**config.mk**
```make
export PLATFORM = sky130hd
export DESIGN_NAME = power_event_cause_recorder
export DESIGN_NICKNAME = d
export VERILOG_FILES = /design/src/rtl/power_event_cause_recorder.v /design/src/rtl/cause_latch.v
export VERILOG_INCLUDE_DIRS = /design/src /design/src/common
export SDC_FILE = /design/constraint.sdc
export NUM_CORES = 1
export LEC_CHECK = 0
export BUFFER_PORTS_ARGS = -buffer_cell sky130_fd_sc_hd__buf_2
export CAP_MARGIN = 0
export CORE_UTILIZATION = 30
export CTS_BUF_LIST = sky130_fd_sc_hd__clkbuf_16
export DETAILED_ROUTE_END_ITERATION = 12
export PLACE_DENSITY = 0.5
export REMOVE_ABC_BUFFERS = 1
export SYNTH_ARGS = -nofsm -noshare
export SYNTH_HDL_FRONTEND = slang
export SYNTH_SLANG_ARGS = --single-unit
export TNS_END_PERCENT = 1
```
**constraint.sdc**
```tcl
create_clock -name mclk -period 6.07 [get_ports mclk]
set_input_delay 0.607 -clock mclk [delete_from_list [all_inputs] [get_ports mclk]]
set_output_delay 0.607 -clock mclk [all_outputs]
set_load 0.1 [all_outputs]
```
**src/common/power_event_cause_regs.vh**
```
`ifndef POWER_EVENT_CAUSE_REGS_VH
`define POWER_EVENT_CAUSE_REGS_VH

// Register offsets
`define OFS_POWER_UP_CAUSE    16'h400e
`define OFS_POWER_DOWN_CAUSE  16'h400f
`define OFS_CAUSE_CTRL        16'h4100
`define OFS_EVENT_STATUS      16'h4101

// Turn-on cause bit positions
`define UP_FULL_BIT           15
`define UP_GPIO_BIT           11
`define UP_LOW_SUPPLY_BIT     10
`define UP_WATCHDOG_BIT       7
`define UP_SOFTWARE_BIT       6
`define UP_ALARM_BIT          5
`define UP_BUTTON_BIT         4
`define RST_CNV_UV_BIT        3
`define RST_SOFTWARE_BIT      2
`define RST_HARDWARE_BIT      1
`define RST_WATCHDOG_BIT      0

// Turn-off cause bit positions
`define DOWN_REG_ERR_BIT      13
`define DOWN_SEQ_FAIL_BIT     12
`define DOWN_GPIO_BIT         11
`define DOWN_SUPPLY_BIT       10
`define DOWN_OVERTEMP_BIT     9
`define DOWN_SOFTWARE_BIT     6
`define DOWN_BUTTON_BIT       4

// Defined bit masks
`define UP_VALID_MASK         16'h8cff
`define DOWN_VALID_MASK       16'h3e50
`define UP_WAKE_ONLY_MASK     16'h04c0
`define UP_FULL_ONLY_MASK     16'h000f

// Control register fields
`define CTRL_SLEEP_BIT        0
`define CTRL_CHIP_ON_BIT      1
`define CTRL_COUNT_CLEAR_BIT  2
`define CTRL_READ_MASK        16'h0003

// Event status fields
`define STAT_LAST_OFF_BIT     15
`define STAT_OFF_CNT_LSB      8
`define STAT_AMBIGUOUS_BIT    7
`define STAT_ON_CNT_LSB       0
`define COUNT_MAX             7'h7f

// Reset values
`define CAUSE_RESET           16'h0000
`define SLEEP_RESET           1'h0
`define CHIP_ON_RESET         1'h1

`endif

```
**src/rtl/power_event_cause_recorder.v**
```verilog
// The plain strobed port was decided locally.
`timescale 1ns/1ns
`include "power_event_cause_regs.vh"

// What this block does
// Turn-on bit 10 set when last wake came from low-system supply threshold.
// Low-system threshold never recorded as a full turn-on cause.
// Turn-on bit 7 set when watchdog caused last wake, else cleared.
// Turn-on bit 6 set when last wake came from software clearing sleep bit.
// Turn-on bit 5 set when alarm caused last turn-on or wake.
// Turn-on bit 4 set when power button caused last turn-on or wake.
// Turn-on bit 3 set when last turn-on followed converter undervoltage reset.
// Turn-on bit 2 set when last turn-on followed a software reset.
// Turn-on bit 1 set when last turn-on followed a hardware reset.
// Turn-on bit 0 set when last turn-on followed a watchdog reset.
// All cause flags reset to 0, changed only by the state machine.
// Each register holds only the latest event, replacing the older record.
// Turn-off bit 13 set when internal regulator error caused last turn-off.
// Turn-off bit 12 set when power-up sequence failure caused last turn-off.
// Turn-off bit 11 set when a GPIO input caused last turn-off.
// Turn-off bit 10 set when supply low or shutdown threshold caused turn-off.
// Turn-off bit 9 set when over-temperature caused last turn-off.
// Turn-off bit 6 set when software cleared the chip-on bit.
// Turn-off bit 4 set when power button caused last turn-off.
// Turn-on bit 15 is 1 for full turn-on, 0 for wake.
// Turn-on bit 11 set when a GPIO input caused last turn-on or wake.
// Cause registers read-only, reads side-effect free, undefined bits read 0.
module power_event_cause_recorder (
  input  wire        mclk,
  input  wire        reset,
  input  wire        ce,
  input  wire [15:0] addr,
  input  wire [15:0] wdata,
  input  wire        wr,
  input  wire        rd,
  output reg  [15:0] rdata_q,
  input  wire        on_event,
  input  wire        full_turn_on_flag,
  input  wire        up_by_gpio,
  input  wire        wake_by_low_supply,
  input  wire        wake_by_watchdog,
  input  wire        wake_by_software,
  input  wire        up_by_alarm,
  input  wire        up_by_button,
  input  wire        rst_by_converter_undervolt,
  input  wire        rst_by_software,
  input  wire        rst_by_hardware,
  input  wire        rst_by_watchdog,
  input  wire        off_event,
  input  wire        down_by_internal_regulator_error,
  input  wire        down_by_sequence_failure,
  input  wire        down_by_gpio,
  input  wire        down_by_supply_threshold,
  input  wire        down_by_overtemperature,
  input  wire        down_by_software,
  input  wire        down_by_button,
  output wire [15:0] up_cause_q,
  output wire [15:0] down_cause_q,
  output reg         sleep_request_bit_q,
  output reg         chip_on_bit_q,
  output reg         wake_request_q,
  output reg         off_request_q
);

  // Address compare shared by read and write paths
  function hit;
    input [15:0] a;
    input [15:0] ofs;
    begin
      hit = (a == ofs);
    end
  endfunction

  // True when a cause word names exactly one source
  function single_cause;
    input [15:0] w;
    integer k;
    reg [4:0] n;
    begin
      n = 5'h00;
      for (k = 0; k < 16; k = k + 1) begin
        n = n + {4'h0, w[k]};
      end
      single_cause = (n == 5'h01);
    end
  endfunction

  // Saturating event count; an event in the clear cycle still counts
  function [6:0] count_next;
    input [6:0] cnt;
    input       inc;
    input       clr;
    reg   [6:0] base;
    begin
      base = clr ? 7'h00 : cnt;
      if (inc && (base != `COUNT_MAX)) begin
        count_next = base + 7'h01;
      end else begin
        count_next = base;
      end
    end
  endfunction

  reg  [15:0] up_raw;
  reg  [15:0] up_word;
  reg  [15:0] down_word;
  reg  [15:0] rdata_d;
  reg         sleep_d;
  reg         chip_on_d;
  reg         wake_req_d;
  reg         off_req_d;
  reg  [6:0]  on_cnt_q;
  reg  [6:0]  off_cnt_q;
  reg         last_off_q;
  reg         ambiguous_q;
  reg         ambiguous_d;
  wire        ctrl_wr;
  wire        count_clear;
  wire        sel_up;
  wire        sel_down;
  wire        sel_ctrl;
  wire        sel_stat;
  wire [3:0]  rsel;
  reg  [15:0] ctrl_word;
  reg  [15:0] status_word;

  // One-hot register select codes for the read mux
  localparam [3:0] RSEL_UP   = 4'h1;
  localparam [3:0] RSEL_DOWN = 4'h2;
  localparam [3:0] RSEL_CTRL = 4'h4;
  localparam [3:0] RSEL_STAT = 4'h8;

  // Address decode shared by read and write paths
  assign sel_up   = hit(addr, `OFS_POWER_UP_CAUSE);
  assign sel_down = hit(addr, `OFS_POWER_DOWN_CAUSE);
  assign sel_ctrl = hit(addr, `OFS_CAUSE_CTRL);
  assign sel_stat = hit(addr, `OFS_EVENT_STATUS);
  assign rsel     = {sel_stat, sel_ctrl, sel_down, sel_up};

  // Gather turn-on causes into register layout
  always @* begin
    up_raw = 16'h0000;
    up_raw[`UP_FULL_BIT]       = full_turn_on_flag;
    up_raw[`UP_GPIO_BIT]       = up_by_gpio;
    up_raw[`UP_LOW_SUPPLY_BIT] = wake_by_low_supply;
    up_raw[`UP_WATCHDOG_BIT]   = wake_by_watchdog;
    up_raw[`UP_SOFTWARE_BIT]   = wake_by_software;
    up_raw[`UP_ALARM_BIT]      = up_by_alarm;
    up_raw[`UP_BUTTON_BIT]     = up_by_button;
    up_raw[`RST_CNV_UV_BIT]    = rst_by_converter_undervolt;
    up_raw[`RST_SOFTWARE_BIT]  = rst_by_software;
    up_raw[`RST_HARDWARE_BIT]  = rst_by_hardware;
    up_raw[`RST_WATCHDOG_BIT]  = rst_by_watchdog;
  end

  // Wake-only causes drop out on full turn-on, reset causes on wake
  always @* begin
    if (full_turn_on_flag) begin
      up_word = up_raw & ~`UP_WAKE_ONLY_MASK;
    end else begin
      up_word = up_raw & ~`UP_FULL_ONLY_MASK;
    end
  end

  // Gather turn-off causes into register layout
  always @* begin
    down_word = 16'h0000;
    down_word[`DOWN_REG_ERR_BIT]  = down_by_internal_regulator_error;
    down_word[`DOWN_SEQ_FAIL_BIT] = down_by_sequence_failure;
    down_word[`DOWN_GPIO_BIT]     = down_by_gpio;
    down_word[`DOWN_SUPPLY_BIT]   = down_by_supply_threshold;
    down_word[`DOWN_OVERTEMP_BIT] = down_by_overtemperature;
    down_word[`DOWN_SOFTWARE_BIT] = down_by_software;
    down_word[`DOWN_BUTTON_BIT]   = down_by_button;
  end

  // Cause registers load only on state machine events
  cause_latch u_up_cause (
    .mclk       (mclk),
    .reset      (reset),
    .ce         (ce),
    .load       (on_event),
    .cause_in   (up_word),
    .valid_mask (`UP_VALID_MASK),
    .word_q     (up_cause_q)
  );

  cause_latch u_down_cause (
    .mclk       (mclk),
    .reset      (reset),
    .ce         (ce),
    .load       (off_event),
    .cause_in   (down_word),
    .valid_mask (`DOWN_VALID_MASK),
    .word_q     (down_cause_q)
  );

  // Control register writes
  assign ctrl_wr     = wr && sel_ctrl;
  assign count_clear = ctrl_wr && wdata[`CTRL_COUNT_CLEAR_BIT];

  always @* begin
    sleep_d    = sleep_request_bit_q;
    chip_on_d  = chip_on_bit_q;
    wake_req_d = 1'b0;
    off_req_d  = 1'b0;
    if (ctrl_wr) begin
      sleep_d   = wdata[`CTRL_SLEEP_BIT];
      chip_on_d = wdata[`CTRL_CHIP_ON_BIT];
      // Clearing the sleep bit asks the state machine for a wake
      wake_req_d = sleep_request_bit_q && !wdata[`CTRL_SLEEP_BIT];
      // Clearing the chip-on bit asks the state machine to turn off
      off_req_d  = chip_on_bit_q && !wdata[`CTRL_CHIP_ON_BIT];
    end
  end

  always @(posedge mclk) begin
    if (reset) begin
      sleep_request_bit_q <= `SLEEP_RESET;
      chip_on_bit_q       <= `CHIP_ON_RESET;
      wake_request_q      <= 1'b0;
      off_request_q       <= 1'b0;
    end else if (ce) begin
      sleep_request_bit_q <= sleep_d;
      chip_on_bit_q       <= chip_on_d;
      wake_request_q      <= wake_req_d;
      off_request_q       <= off_req_d;
    end
  end

  // Event bookkeeping; turn-off wins when both events coincide
  always @* begin
    ambiguous_d = ambiguous_q;
    if (off_event) begin
      ambiguous_d = !single_cause(down_word);
    end else if (on_event) begin
      ambiguous_d = !single_cause(up_word & ~(16'h0001 << `UP_FULL_BIT));
    end
  end

  always @(posedge mclk) begin
    if (reset) begin
      on_cnt_q    <= 7'h00;
      off_cnt_q   <= 7'h00;
      last_off_q  <= 1'b0;
      ambiguous_q <= 1'b0;
    end else if (ce) begin
      on_cnt_q    <= count_next(on_cnt_q, on_event, count_clear);
      off_cnt_q   <= count_next(off_cnt_q, off_event, count_clear);
      ambiguous_q <= ambiguous_d;
      if (off_event) begin
        last_off_q <= 1'b1;
      end else if (on_event) begin
        last_off_q <= 1'b0;
      end
    end
  end

  // Control word; the count clear bit is a strobe and reads 0
  always @* begin
    ctrl_word                    = 16'h0000;
    ctrl_word[`CTRL_SLEEP_BIT]   = sleep_request_bit_q;
    ctrl_word[`CTRL_CHIP_ON_BIT] = chip_on_bit_q;
  end

  // Status word built from its field positions
  always @* begin
    status_word                         = 16'h0000;
    status_word[`STAT_LAST_OFF_BIT]     = last_off_q;
    status_word[`STAT_OFF_CNT_LSB +: 7] = off_cnt_q;
    status_word[`STAT_AMBIGUOUS_BIT]    = ambiguous_q;
    status_word[`STAT_ON_CNT_LSB +: 7]  = on_cnt_q;
  end

  // Read mux; nothing here alters stored state
  always @* begin
    rdata_d = 16'h0000;
    if (rd) begin
      case (rsel)
        RSEL_UP: begin
          rdata_d = up_cause_q;
        end
        RSEL_DOWN: begin
          rdata_d = down_cause_q;
        end
        RSEL_CTRL: begin
          rdata_d = ctrl_word;
        end
        RSEL_STAT: begin
          rdata_d = status_word;
        end
        default: begin
          rdata_d = 16'h0000;
        end
      endcase
    end
  end

  // Read data stands only in the cycle after the strobe
  always @(posedge mclk) begin
    if (reset) begin
      rdata_q <= 16'h0000;
    end else if (ce) begin
      rdata_q <= rdata_d;
    end
  end

endmodule // power_event_cause_recorder

```
**src/rtl/cause_latch.v**
```verilog
`timescale 1ns/1ns

// Holds one cause word; a load replaces every defined bit at once.
module cause_latch (
  input  wire        mclk,
  input  wire        reset,
  input  wire        ce,
  input  wire        load,
  input  wire [15:0] cause_in,
  input  wire [15:0] valid_mask,
  output wire [15:0] word_q
);

  reg [15:0] bits_q;

  genvar i;
  generate
    for (i = 0; i < 16; i = i + 1) begin : g_bit
      always @(posedge mclk) begin
        if (reset) begin
          bits_q[i] <= 1'b0;
        end else if (ce && load) begin
          bits_q[i] <= cause_in[i] & valid_mask[i];
        end
      end
    end
  endgenerate

  assign word_q = bits_q;

endmodule // cause_latch

```
==> reports/results.txt, run 1 <==
Status = completed
Syn avg cell area = 8.17 um2
Area of the multi-input gates = 0.00170 mm2
First-pass GRT wire length = 13,600 um
Die Wd = 102 um
Slew Viols, Final = 0
# fillers = 1,047
Worst-path clk slew = 0.07 ns
Cts bufs inserted = 5
FF+latch area = 0.00108 mm2
Worst Path Required = 6.20 ns
GRT Util Overall = 17.1%
Routed Antenna Nets = 0
Final-stage net count = 507
DRT Wirelength = 8470 um
Met2 WL = 3800 um
Initial DRC Count = 111
Distinct cells, synth = 52
Max-slew headroom = 36.7%
Per-cell routed wire length = 14.9 um
Hold slack = 0.454 ns
# setup viols final = 0
Placed wire-length estimate = 6350 um
Worst path max stage delay = 0.52 ns
Post_cts resized = 0
# H-tree levels = 2
Area grow syn2layout = 21.5%
# diodes = 0
Flops & latches, synth = 54
Area of the die = 0.0103 mm2
Netlist Area Pre-Place = 0.00298 mm2
Setup repair bufs after CTS = 0
1st-pass router iterations = 4
Hold Crit Class = reg -> reg
Most used cell, CP = fa_1
Hold Fails Final Rpt = 0
Placer Congestion = 0.822
Ys flop type = dfxtp_1
Worst path bufs/invs = 4
CTS tree = yes
Final worst path period share = 59.8%
Max Cap Viol = 0
Largest net degree at the start of global routing = 44
Worst slew pin tran = 0.941 ns
Critical Path AT = 3.76 ns
Asr flop ratio synth = 0%
WS Path Type = in -> reg
Vias in the first global route = 2,585
Vias/cell = 4.91
Chip height = 102 um
DRT met1 WL = 4210 um
Number of buffer cells added on primary ports = 81
Crit. End Element = flop
Min Tclk post-route = 3.63 ns
CORE AREA = 0.00968 mm2
Crit path launch type = input pin
Num rows = 36
Initial core utilization = 30.8%
Syn Inst Count = 365
Clock skew = 0.00742 ns
Max VDD drop = 0.121 mV
Routed wl met3 = 372 um
Maximum clock rate = 275 MHz
Post-synth EDFFs = 0
Layout cell share with drive strength beyond 1 = 23.8%
Initial antenna violation count = 0
Ys Warns = 0
Largest delay share family, worst path = adder cells
Routed via count = 2,798
Crit-path max FO = 11
Max layer used = met4
Hold_buf cts = 0
Residual DRC = 0
Placed insts = 562
CP cell instances = buf_2 -> and2_1 -> fa_1 -> inv_1 -> fa_1 -> fa_1 -> inv_1 -> ha_1 -> inv_1 -> fa_1 -> a2111oi_0 -> a21oi_1 -> o21ai_0 -> a221oi_1
CTS Sinks = 54
Slowest CP cell = fa_1
Pwr dens = 254 mW/mm2
Sequential share of the synthesized area = 36.3%
Clock Tree Root = clkbuf_16
Clock Latency Late Sink = 0.29 ns
Grt ovf = 0
RSZ-0062 raised after global routing = no
IO Pins = 109
Layout Cells excl Fill = 570
Lkg Pwr = 1.49 nW
Pwr Total = 0.919 mW
Setup TNS = 0 ns
Clock Tree Buf Depth = 2
[metal layers]
metal | track usage (%) | up-vias
li1 | - | 1400
met5 | 0 | -
met1 | 24.2 | 1309
met4 | 3.68 | 0
met3 | 3.17 | 7
met2 | 27.0 | 82
[worst paths after layout]
kind,start,to,slack (ns),depth (start not counted)
hold / removal,rdata_q[12]$_SDFFE_PP0P_,rdata_q[12]$_SDFFE_PP0P_,0.45,2
setup reg to reg,off_cnt_q[0]$_SDFFE_PP0P_,off_cnt_q[0]$_SDFFE_PP0P_,4.17,7
setup / recovery,full_turn_on_flag,ambiguous_q$_SDFFE_PP0P_,2.44,14
hold reg to reg,rdata_q[12]$_SDFFE_PP0P_,rdata_q[12]$_SDFFE_PP0P_,0.45,2
[flip-flops by register name, indices dropped and copies added (netlist names)]
register             cells
ambiguous_q              1
chip_on_bit_q            1
last_off_q               1
off_cnt_q                7
off_request_q            1
on_cnt_q                 7
rdata_q                 16
sleep_request_bit_q      1
u_down_cause.word_q      7
u_up_cause.word_q       11
wake_request_q           1
[report_power, final]
group,internal (mW),switching [mW],total (mW)
logic,0.0446,0.131,0.176
clock network,0.237,0.136,0.373
registers,0.362,0.00834,0.370
[cell type report]
cell class              count  share of cell area (%)
multi-input cells         275                    46.9
repair buffers             82                    11.4
flip-flops and latches     54                    29.8
clock inverters             3                    1.90
well taps                 133                    4.59
clock buffers               5                    3.45
inverters                  18                    1.87
[Yosys cell counts, types with 5 or more instances]
library cell	instances	share of area (%)
nor2b_1	6	1.3
nand4_1	8	1.7
nor3_1	6	1.0
a221o_1	5	1.7
dfxtp_1	54	36
buf_4	14	3.5
a221oi_1	6	1.8
nand3_1	10	1.7
ha_1	5	2.1
nor2_1	15	1.9
inv_1	17	2.1
nand3b_1	5	1.3
a211oi_1	5	1.3
and2_1	14	2.9
o21ai_0	12	2.0
a21oi_1	38	6.4
clkbuf_1	13	1.6
a22oi_1	5	1.3
nand2_1	66	8.3
fa_1	9	6.0
[placed cells by master (no fill, tap or decap), types with 10 or more instances in the layout]
cell type  instances
buf_2             81
dfxtp_1           54
inv_1             17
and2_1            14
nand2_1           66
o21ai_0           12
nor2_1            15
conb_1            14
nand3_1           10
a21oi_1           38
[through the flow]
step                cell area, um2  utilization (%)  setup slack (ns)
global placement              3430             35.4              2.14
finish                        3620             37.4              2.44
global route                  3620             37.4              2.19
floorplan                     2850                -              2.49
CTS                           3620             37.4              2.41
detailed placement            3430             35.4              2.11
[worst register-to-register path: stages, from the launching register on]
cell	delay, ns
dfxtp_1	0.47
and2_1	0.18
ha_1	0.22
nand4_1	0.14
nor2_1	0.33
nor3_1	0.09
a221oi_1	0.22
a21oi_1	0.10
[cells by family after synthesis]
family                     count (synthesis)  share of synthesized area (%)
buffers and inverters                     49                           8.31
DFF                                       54                           36.3
muxes                                      4                           1.51
other                                      1                          0.126
AOI/OAI and AO/OA                         83                           17.6
adders and majority gates                 14                           8.14
and+or+nand+nor                          160                           28.0
Note: power is estimated with default switching activity, not from simulation.
==> run 2: changes to the inputs <==
==> constraint.sdc (replaced) <==
create_clock -name mclk -period 3.5 [get_ports mclk]
set_input_delay 0.35 -clock mclk [delete_from_list [all_inputs] [get_ports mclk]]
set_output_delay 0.35 -clock mclk [all_outputs]
set_load 0.1 [all_outputs]
==> reports/results.txt, run 2 (same netlist as run 1, synthesis figures left out) <==
Per-cell routed wire length = 14.7 um (was 14.9 um)
Worst path max stage delay = 0.51 ns (was 0.52 ns)
Largest net degree at the start of global routing = 43 (was 44)
Max VDD drop = 0.184 mV (was 0.121 mV)
Initial core utilization = 30.8% (unchanged)
Final worst path period share = 95.0%
Lkg Pwr = 1.51 nW (was 1.49 nW)
Hold Path Origin = wdata[1] (was rdata_q[12]$_SDFFE_PP0P_)
Layout cell share with drive strength beyond 1 = 25.5% (was 23.8%)
Min Tclk post-route = 3.32 ns
Largest register FFs = 16 (unchanged)
Post-route cell area = 0.00365 mm2 (was 0.00362 mm2)
Vias/cell = 4.94 (was 4.91)
Initial antenna violation count = 0 (unchanged)
Util after Layout = 37.7% (was 37.4%)
Maximum clock rate = 301 MHz
Largest Register = rdata_q (unchanged)
Initial DRC Count = 103 (was 111)
# fillers = 1,052 (was 1,047)
1st-pass router iterations = 4 (unchanged)
Worst-path clk slew = 0.07 ns (about the same)
Vias in the first global route = 2,666 (was 2,585)
DRT Wirelength = 8540 um (was 8470 um)
Max-slew headroom = 53.6% (was 36.7%)
Residual DRC = 0 (unchanged)
Setup repair bufs after CTS = 0 (unchanged)
Placer Congestion = 0.812 (was 0.822)
Reg2Reg Setup Slack = 1.64 ns (was 4.17 ns)
Worst slack, placed = -0.0999 ns (was 2.11 ns)
Hold Crit Class = in -> reg (was reg -> reg)
Register-to-Register Path Depth = 7 (unchanged)
# setup viols final = 0 (unchanged)
Clock Tree Buf Depth = 2 (unchanged)
WS Path Type = in -> reg (unchanged)
Area grow syn2layout = 22.5% (was 21.5%)
IO Pins = 109 (unchanged)
Worst Path Required = 3.66 ns (was 6.20 ns)
Final setup margin = 0.177 ns (was 2.44 ns)
CTS tree = yes (unchanged)
Final-stage net count = 517 (was 507)
Pwr Total = 1.45 mW (was 0.919 mW)
Largest delay share family, worst path = adder cells (unchanged)
# H-tree levels = 2 (unchanged)
Worst path bufs/invs = 4 (unchanged)
Slew Viols, Final = 0 (unchanged)
Area of the die = 0.0103 mm2 (unchanged)
Pwr dens = 398 mW/mm2 (was 254 mW/mm2)
Most used cell, CP = fa_1 (unchanged)
Num rows = 36 (unchanged)
CTS Sinks = 54 (unchanged)
WP depth = 14 (unchanged)
Routed via count = 2,866 (was 2,798)
Most common cell after layout, fill and taps aside = buf_2 (unchanged)
CP startpoint = full_turn_on_flag (unchanged)
CP cell instances = buf_2 -> and2_1 -> fa_1 -> inv_1 -> fa_1 -> fa_1 -> inv_1 -> ha_1 -> inv_1 -> fa_1 -> a2111oi_2 -> a21oi_1 -> o21ai_0 -> a221oi_1 (was buf_2 -> and2_1 -> fa_1 -> inv_1 -> fa_1 -> fa_1 -> inv_1 -> ha_1 -> inv_1 -> fa_1 -> a2111oi_0 -> a21oi_1 -> o21ai_0 -> a221oi_1)
Grt ovf = 0 (unchanged)
Worst slew pin tran = 0.689 ns (was 0.941 ns)
Number of buffer cells added on primary ports = 81 (unchanged)
GRT Util Overall = 17.3% (was 17.1%)
Slowest CP cell = fa_1 (unchanged)
Status = completed (unchanged)
CP endpoint = ambiguous_q$_SDFFE_PP0P_ (unchanged)
Layout Cells excl Fill = 580 (was 570)
Chip height = 102 um (unchanged)
CORE AREA = 0.00968 mm2 (unchanged)
Setup TNS = 0 ns (unchanged)
Critical Path AT = 3.48 ns (was 3.76 ns)
Crit. End Element = flop (unchanged)
Die Wd = 102 um (unchanged)
Crit-path max FO = 4 (was 11)
Commonest non-fill, non-tap cells in the layout = 81 x buf_2, 66 x nand2_1, 54 x dfxtp_1, 38 x a21oi_1, 17 x inv_1 (unchanged)
Max Cap Viol = 0 (unchanged)
Placed insts = 572 (was 562)
Clock Tree Root = clkbuf_16 (unchanged)
Hold slack = 0.285 ns (was 0.454 ns)
Routed Antenna Nets = 0 (unchanged)
First-pass GRT wire length = 13,600 um (about the same)
Placed Instance Area = 0.00350 mm2 (was 0.00343 mm2)
Clock Latency Late Sink = 0.30 ns (was 0.29 ns)
# diodes = 0 (unchanged)
Crit path launch type = input pin (unchanged)
Placed wire-length estimate = 6550 um (was 6350 um)
Hold Fails Final Rpt = 0 (unchanged)
Critical R2R Launch = off_cnt_q[0]$_SDFFE_PP0P_ (unchanged)
Clock skew = 0.00486 ns (was 0.00742 ns)
RR Endpoint = off_cnt_q[5]$_SDFFE_PP0P_ (was off_cnt_q[0]$_SDFFE_PP0P_)
Cts bufs inserted = 5 (unchanged)
-- run 2: cell types whose count changed in the layout (fill, tap and decap cells not counted) --
| cell | previous run | this run |
|---|---|---|
| buf_4 | 1 | 11 |
| bufinv_16 | 2 | 0 |
| a2111oi_0 | 1 | 0 |
| a2111oi_2 | 0 | 1 |
| clkinv_1 | 1 | 2 |
| clkinv_2 | 0 | 1 |
| clkinv_4 | 1 | 0 |
| clkinvlp_4 | 0 | 1 |
-- run 2: what timing repair did --
| item | in CTS | in global routing |
|---|---|---|
| endpoints found under the setup margin | 0 | 1 |
| gates resized for setup | 0 | 2 |
| hold buffers | 0 | 0 |
-- run 2: per-layer routing --
layer | global-route usage (%) | share of wire (%)
met5 | 0 | 0
met4 | 4.68 | 1.2
met3 | 2.69 | 4.3
met2 | 28.1 | 45
met1 | 23.7 | 49
-- run 2: area by class of cell --
type / count / area (um2) / area share (%)
clock buffer: 5 / 125 / 3.43
clock inverter: 3 / 16.3 / 0.446
inverter: 18 / 67.6 / 1.85
multi-input combinational: 275 / 1710 / 46.7
sequential: 54 / 1080 / 29.6
tap: 133 / 166 / 4.56
timing repair buffer: 92 / 488 / 13.4
-- run 2: worst register-to-register path, stage by stage, from the launching register on --
cell and delay [ns]:
dfxtp_1 0.48, and2_1 0.18, ha_1 0.18, nand4_1 0.14
or2_2 0.35, nand3_1 0.09, nor4_1 0.05, mux2_2 0.27
-- run 2: worst min path at each step --
stage | end | cells past startpoint
global placement | rdata_q[9]$_SDFFE_PP0P_ | 2
CTS | chip_on_bit_q$_SDFFE_PP1P_ | 3
global route | chip_on_bit_q$_SDFFE_PP1P_ | 3
finish | chip_on_bit_q$_SDFFE_PP1P_ | 3
detailed placement | rdata_q[9]$_SDFFE_PP0P_ | 2
floorplan | off_cnt_q[0]$_SDFFE_PP0P_ | 1
-- run 2: power by group --
group | leakage, nW | internal [mW] | switching, mW
clock network | 0.0672 | 0.262 | 0.230
logic | 1.00 | 0.0863 | 0.232
registers | 0.438 | 0.627 | 0.0146
==> run 3: changes to the inputs <==
--- a/config.mk
+++ b/config.mk
@@ -11,9 +11,11 @@
 export CORE_UTILIZATION = 30
 export CTS_BUF_LIST = sky130_fd_sc_hd__clkbuf_16
 export DETAILED_ROUTE_END_ITERATION = 12
-export PLACE_DENSITY = 0.5
+export PLACE_DENSITY = 0.48
 export REMOVE_ABC_BUFFERS = 1
+export SLEW_MARGIN = 20
 export SYNTH_ARGS = -nofsm -noshare
 export SYNTH_HDL_FRONTEND = slang
+export SYNTH_HIERARCHICAL = 1
 export SYNTH_SLANG_ARGS = --single-unit
 export TNS_END_PERCENT = 1
==> reports/results.txt, run 3 <==
Status = completed (unchanged)
Distinct cells, synth = 57 (was 52)
Critical R2R Launch = off_cnt_q[1]$_SDFFE_PP0P_ (was off_cnt_q[0]$_SDFFE_PP0P_)
Crit path launch type = input pin (unchanged)
Flops & latches, synth = 68 (was 54)
CORE AREA = 0.0126 mm2 (was 0.00968 mm2)
Most used cell, CP = inv_1 (was fa_1)
Hold Crit Class = in -> reg (unchanged)
Ys flop type = dfxtp_1 (unchanged)
Register-to-Register Path Depth = 7 (unchanged)
Yosys top cell by area = dfxtp_1 (unchanged)
Max-slew headroom = 54.3% (was 53.6%)
Commonest non-fill, non-tap cells in the layout = 95 x buf_2, 68 x dfxtp_1, 59 x a21oi_1, 46 x conb_1, 36 x nand4_1 (was 81 x buf_2, 66 x nand2_1, 54 x dfxtp_1, 38 x a21oi_1, 17 x inv_1)
Most frequent cells after synthesis = 68 x dfxtp_1, 59 x a21oi_1, 36 x nand4_1 (was 66 x nand2_1, 54 x dfxtp_1, 38 x a21oi_1)
Util after Layout = 38.8% (was 37.7%)
Reg2Reg Setup Slack = 1.59 ns (was 1.64 ns)
Number of buffer cells added on primary ports = 95 (was 81)
Chip height = 116 um (was 102 um)
Vias in the first global route = 3,345 (was 2,666)
Largest net degree at the start of global routing = 58 (was 43)
Vias/cell = 4.84 (was 4.94)
Initial core utilization = 30.7% (was 30.8%)
Clock Tree Root = clkbuf_16 (unchanged)
Area share of the largest cell type after synthesis = 35.2% (was 36.3%)
Critical Path AT = 3.56 ns (was 3.48 ns)
Clock Tree Buf Depth = 2 (unchanged)
Sequential share of the synthesized area = 35.2% (was 36.3%)
Syn Inst Count = 438 (was 365)
RSZ-0062 raised after global routing = no
Worst Path Required = 3.69 ns (was 3.66 ns)
Cts bufs inserted = 9 (was 5)
1st-pass router iterations = 4 (unchanged)
Internal power consumption = 1.36 mW (was 0.975 mW)
First-pass GRT wire length = 17,500 um (was 13,600 um)
Syn avg cell area = 8.84 um2 (was 8.17 um2)
Netlist Area Pre-Place = 0.00387 mm2 (was 0.00298 mm2)
Num rows = 41 (was 36)
Residual DRC = 0 (unchanged)
Clock skew = 0.00421 ns (was 0.00486 ns)
Hold Fails Final Rpt = 0 (unchanged)
Sw frac = 29.2% (was 32.8%)
Switching power = 0.562 mW (was 0.477 mW)
Max Cap Viol = 0 (unchanged)
Largest delay share family, worst path = adder cells (unchanged)
Synth area leaders = dfxtp_1 35%, a21bo_2 8.3%, a21oi_1 7.6%, nand4_1 5.8%, mux2i_1 4.9% (was dfxtp_1 36%, nand2_1 8.3%, a21oi_1 6.4%, fa_1 6.0%, buf_4 3.5%)
CTS tree = yes (unchanged)
Area of the multi-input gates = 0.00241 mm2 (was 0.00171 mm2)
Worst-path clk slew = 0.06 ns (was 0.07 ns)
Clock Latency Late Sink = 0.33 ns (was 0.30 ns)
Routed Antenna Nets = 0 (unchanged)
Asr flop ratio synth = 0% (unchanged)
Crit-path max FO = 5 (was 4)
Grt ovf = 0 (unchanged)
Slowest CP cell = fa_1 (unchanged)
Initial antenna violation count = 1 (was 0)
Post-synth EDFFs = 0 (unchanged)
Max VDD drop = 0.166 mV (was 0.184 mV)
GRT Util Overall = 17.5% (was 17.3%)
Worst slew pin tran = 0.685 ns (was 0.689 ns)
FF+latch area = 0.00136 mm2 (was 0.00108 mm2)
Lkg Pwr = 2.11 nW (was 1.51 nW)
Die Wd = 116 um (was 102 um)
WS Path Type = in -> reg (unchanged)
Final worst path period share = 96.3% (was 95.0%)
Worst path max stage delay = 0.49 ns (was 0.51 ns)
Logic pwr share = 17.5% (was 21.9%)
# H-tree levels = 3 (was 2)
Slew Viols, Final = 0 (unchanged)
Per-cell routed wire length = 15.3 um (was 14.7 um)
Crit. End Element = flop (unchanged)
Sequential power share = 41.6% (was 44.2%)
Maximum clock rate = 297 MHz (was 301 MHz)
Hold Path Origin = wdata[1] (unchanged)
Worst Hold Path EP = chip_on_bit_q$_SDFFE_PP1P_ (unchanged)
Top-count cell post-synth = dfxtp_1 (was nand2_1)
Worst path bufs/invs = 4 (unchanged)
Layout Cells excl Fill = 749 (was 580)
Pwr dens = 393 mW/mm2 (was 398 mW/mm2)
Most common cell after layout, fill and taps aside = buf_2 (unchanged)
DRT Wirelength = 11,500 um (was 8540 um)
Ys Warns = 6 (was 0)
Routed via count = 3,624 (was 2,866)
Placed wire-length estimate = 8260 um (was 6550 um)
Hold_buf cts = 0 (unchanged)
IO Pins = 109 (unchanged)
CP cell instances = buf_2 -> and2_1 -> or2_2 -> ha_1 -> inv_1 -> fa_1 -> fa_1 -> inv_1 -> ha_1 -> inv_1 -> fa_2 -> a2111oi_2 -> a21oi_1 -> o31ai_2 -> a21oi_1 (was buf_2 -> and2_1 -> fa_1 -> inv_1 -> fa_1 -> fa_1 -> inv_1 -> ha_1 -> inv_1 -> fa_1 -> a2111oi_2 -> a21oi_1 -> o21ai_0 -> a221oi_1)
RR Endpoint = off_cnt_q[5]$_SDFFE_PP0P_ (unchanged)
Area of the die = 0.0134 mm2 (was 0.0103 mm2)
Final-stage net count = 645 (was 517)
Hold Path Stages = 2 (was 3)
Initial DRC Count = 143 (was 103)
Min Tclk post-route = 3.37 ns (was 3.32 ns)
# fillers = 1,332 (was 1,052)
# diodes = 0 (unchanged)
Clock Power Share = 40.8% (was 33.9%)
Layout cell share with drive strength beyond 1 = 29.5% (was 25.5%)
# setup viols final = 0 (unchanged)
Placer Congestion = 0.804 (was 0.812)
CTS Sinks = 68 (was 54)
Area grow syn2layout = 26.4% (was 22.5%)
Placed insts = 735 (was 572)
-- run 3: worst max-delay path by stage --
stage | to | startpoint | cells past startpoint
finish | ambiguous_q$_SDFFE_PP0P_ | full_turn_on_flag | 15
floorplan | ambiguous_q$_SDFFE_PP0P_ | rst_by_software | 14
global placement | ambiguous_q$_SDFFE_PP0P_ | full_turn_on_flag | 15
global route | ambiguous_q$_SDFFE_PP0P_ | full_turn_on_flag | 15
CTS | ambiguous_q$_SDFFE_PP0P_ | full_turn_on_flag | 15
detailed placement | ambiguous_q$_SDFFE_PP0P_ | full_turn_on_flag | 15
-- run 3: layer usage --
layer / wire length [um] / global-route usage (%) / up-vias
met2: 5190 / 28.1 / 113
li1: - / - / 1812
met3: 741 / 4.86 / 19
met5: 0 / 0 / -
met1: 5350 / 22.7 / 1680
met4: 190 / 5.63 / 0
-- run 3: layout make-up --
cell class	instances	share of cell area [%]
inverters	21	1.61
well taps	172	4.40
multi-input cells	365	49.3
clock inverters	5	0.460
clock buffers	9	4.60
repair buffers	109	11.9
flip-flops and latches	68	27.8
-- run 3: cells by family (layout without fill, tap and decap cells) --
| logic type | after synthesis | after routing | share of synthesized area [%] |
|---|---|---|---|
| mux | 19 | 19 | 4.91 |
| fa+ha+maj | 14 | 14 | 6.27 |
| simple gates | 143 | 143 | 21.5 |
| compound gates | 140 | 140 | 24.1 |
| buf+inv | 49 | 144 | 7.18 |
| flops | 68 | 68 | 35.2 |
| other cells | 2 | 46 | 0.194 |
| xor+xnor | 3 | 3 | 0.679 |
-- run 3: stage by stage --
| stage | instance area, um2 | setup slack (ns) | power, mW | hold WS (ns) | setup TNS [ns] |
|---|---|---|---|---|---|
| global route | 4890 | 0.0152 | 2.01 | 0.251 | 0 |
| floorplan | 3840 | 0.103 | 1.01 | 0.419 | 0 |
| detailed placement | 4630 | -0.286 | 1.14 | 0.439 | -0.286 |
| finish | 4890 | 0.130 | 1.92 | 0.236 | 0 |
| CTS | 4880 | 0.0418 | 1.93 | 0.231 | 0 |
| global placement | 4630 | -0.180 | 1.13 | 0.435 | -0.180 |
-- run 3: timing repair --
| item | 4_1_cts | 5_1_grt |
|---|---|---|
| gates resized for setup | 0 | 4 |
| buffers inserted | 0 | 0 |
| endpoints found under the setup margin | 0 | 1 |
-- run 3: power groups by stage --
stage                     Sequential (mW)  Combinational [mW]  Clock (mW)
final                               0.801               0.337       0.785
after global routing                0.802               0.373       0.834
after CTS                           0.801               0.325       0.800
after detailed placement            0.818               0.325           0
after global placement              0.817               0.316           0
after floorplan                     0.886               0.124           0
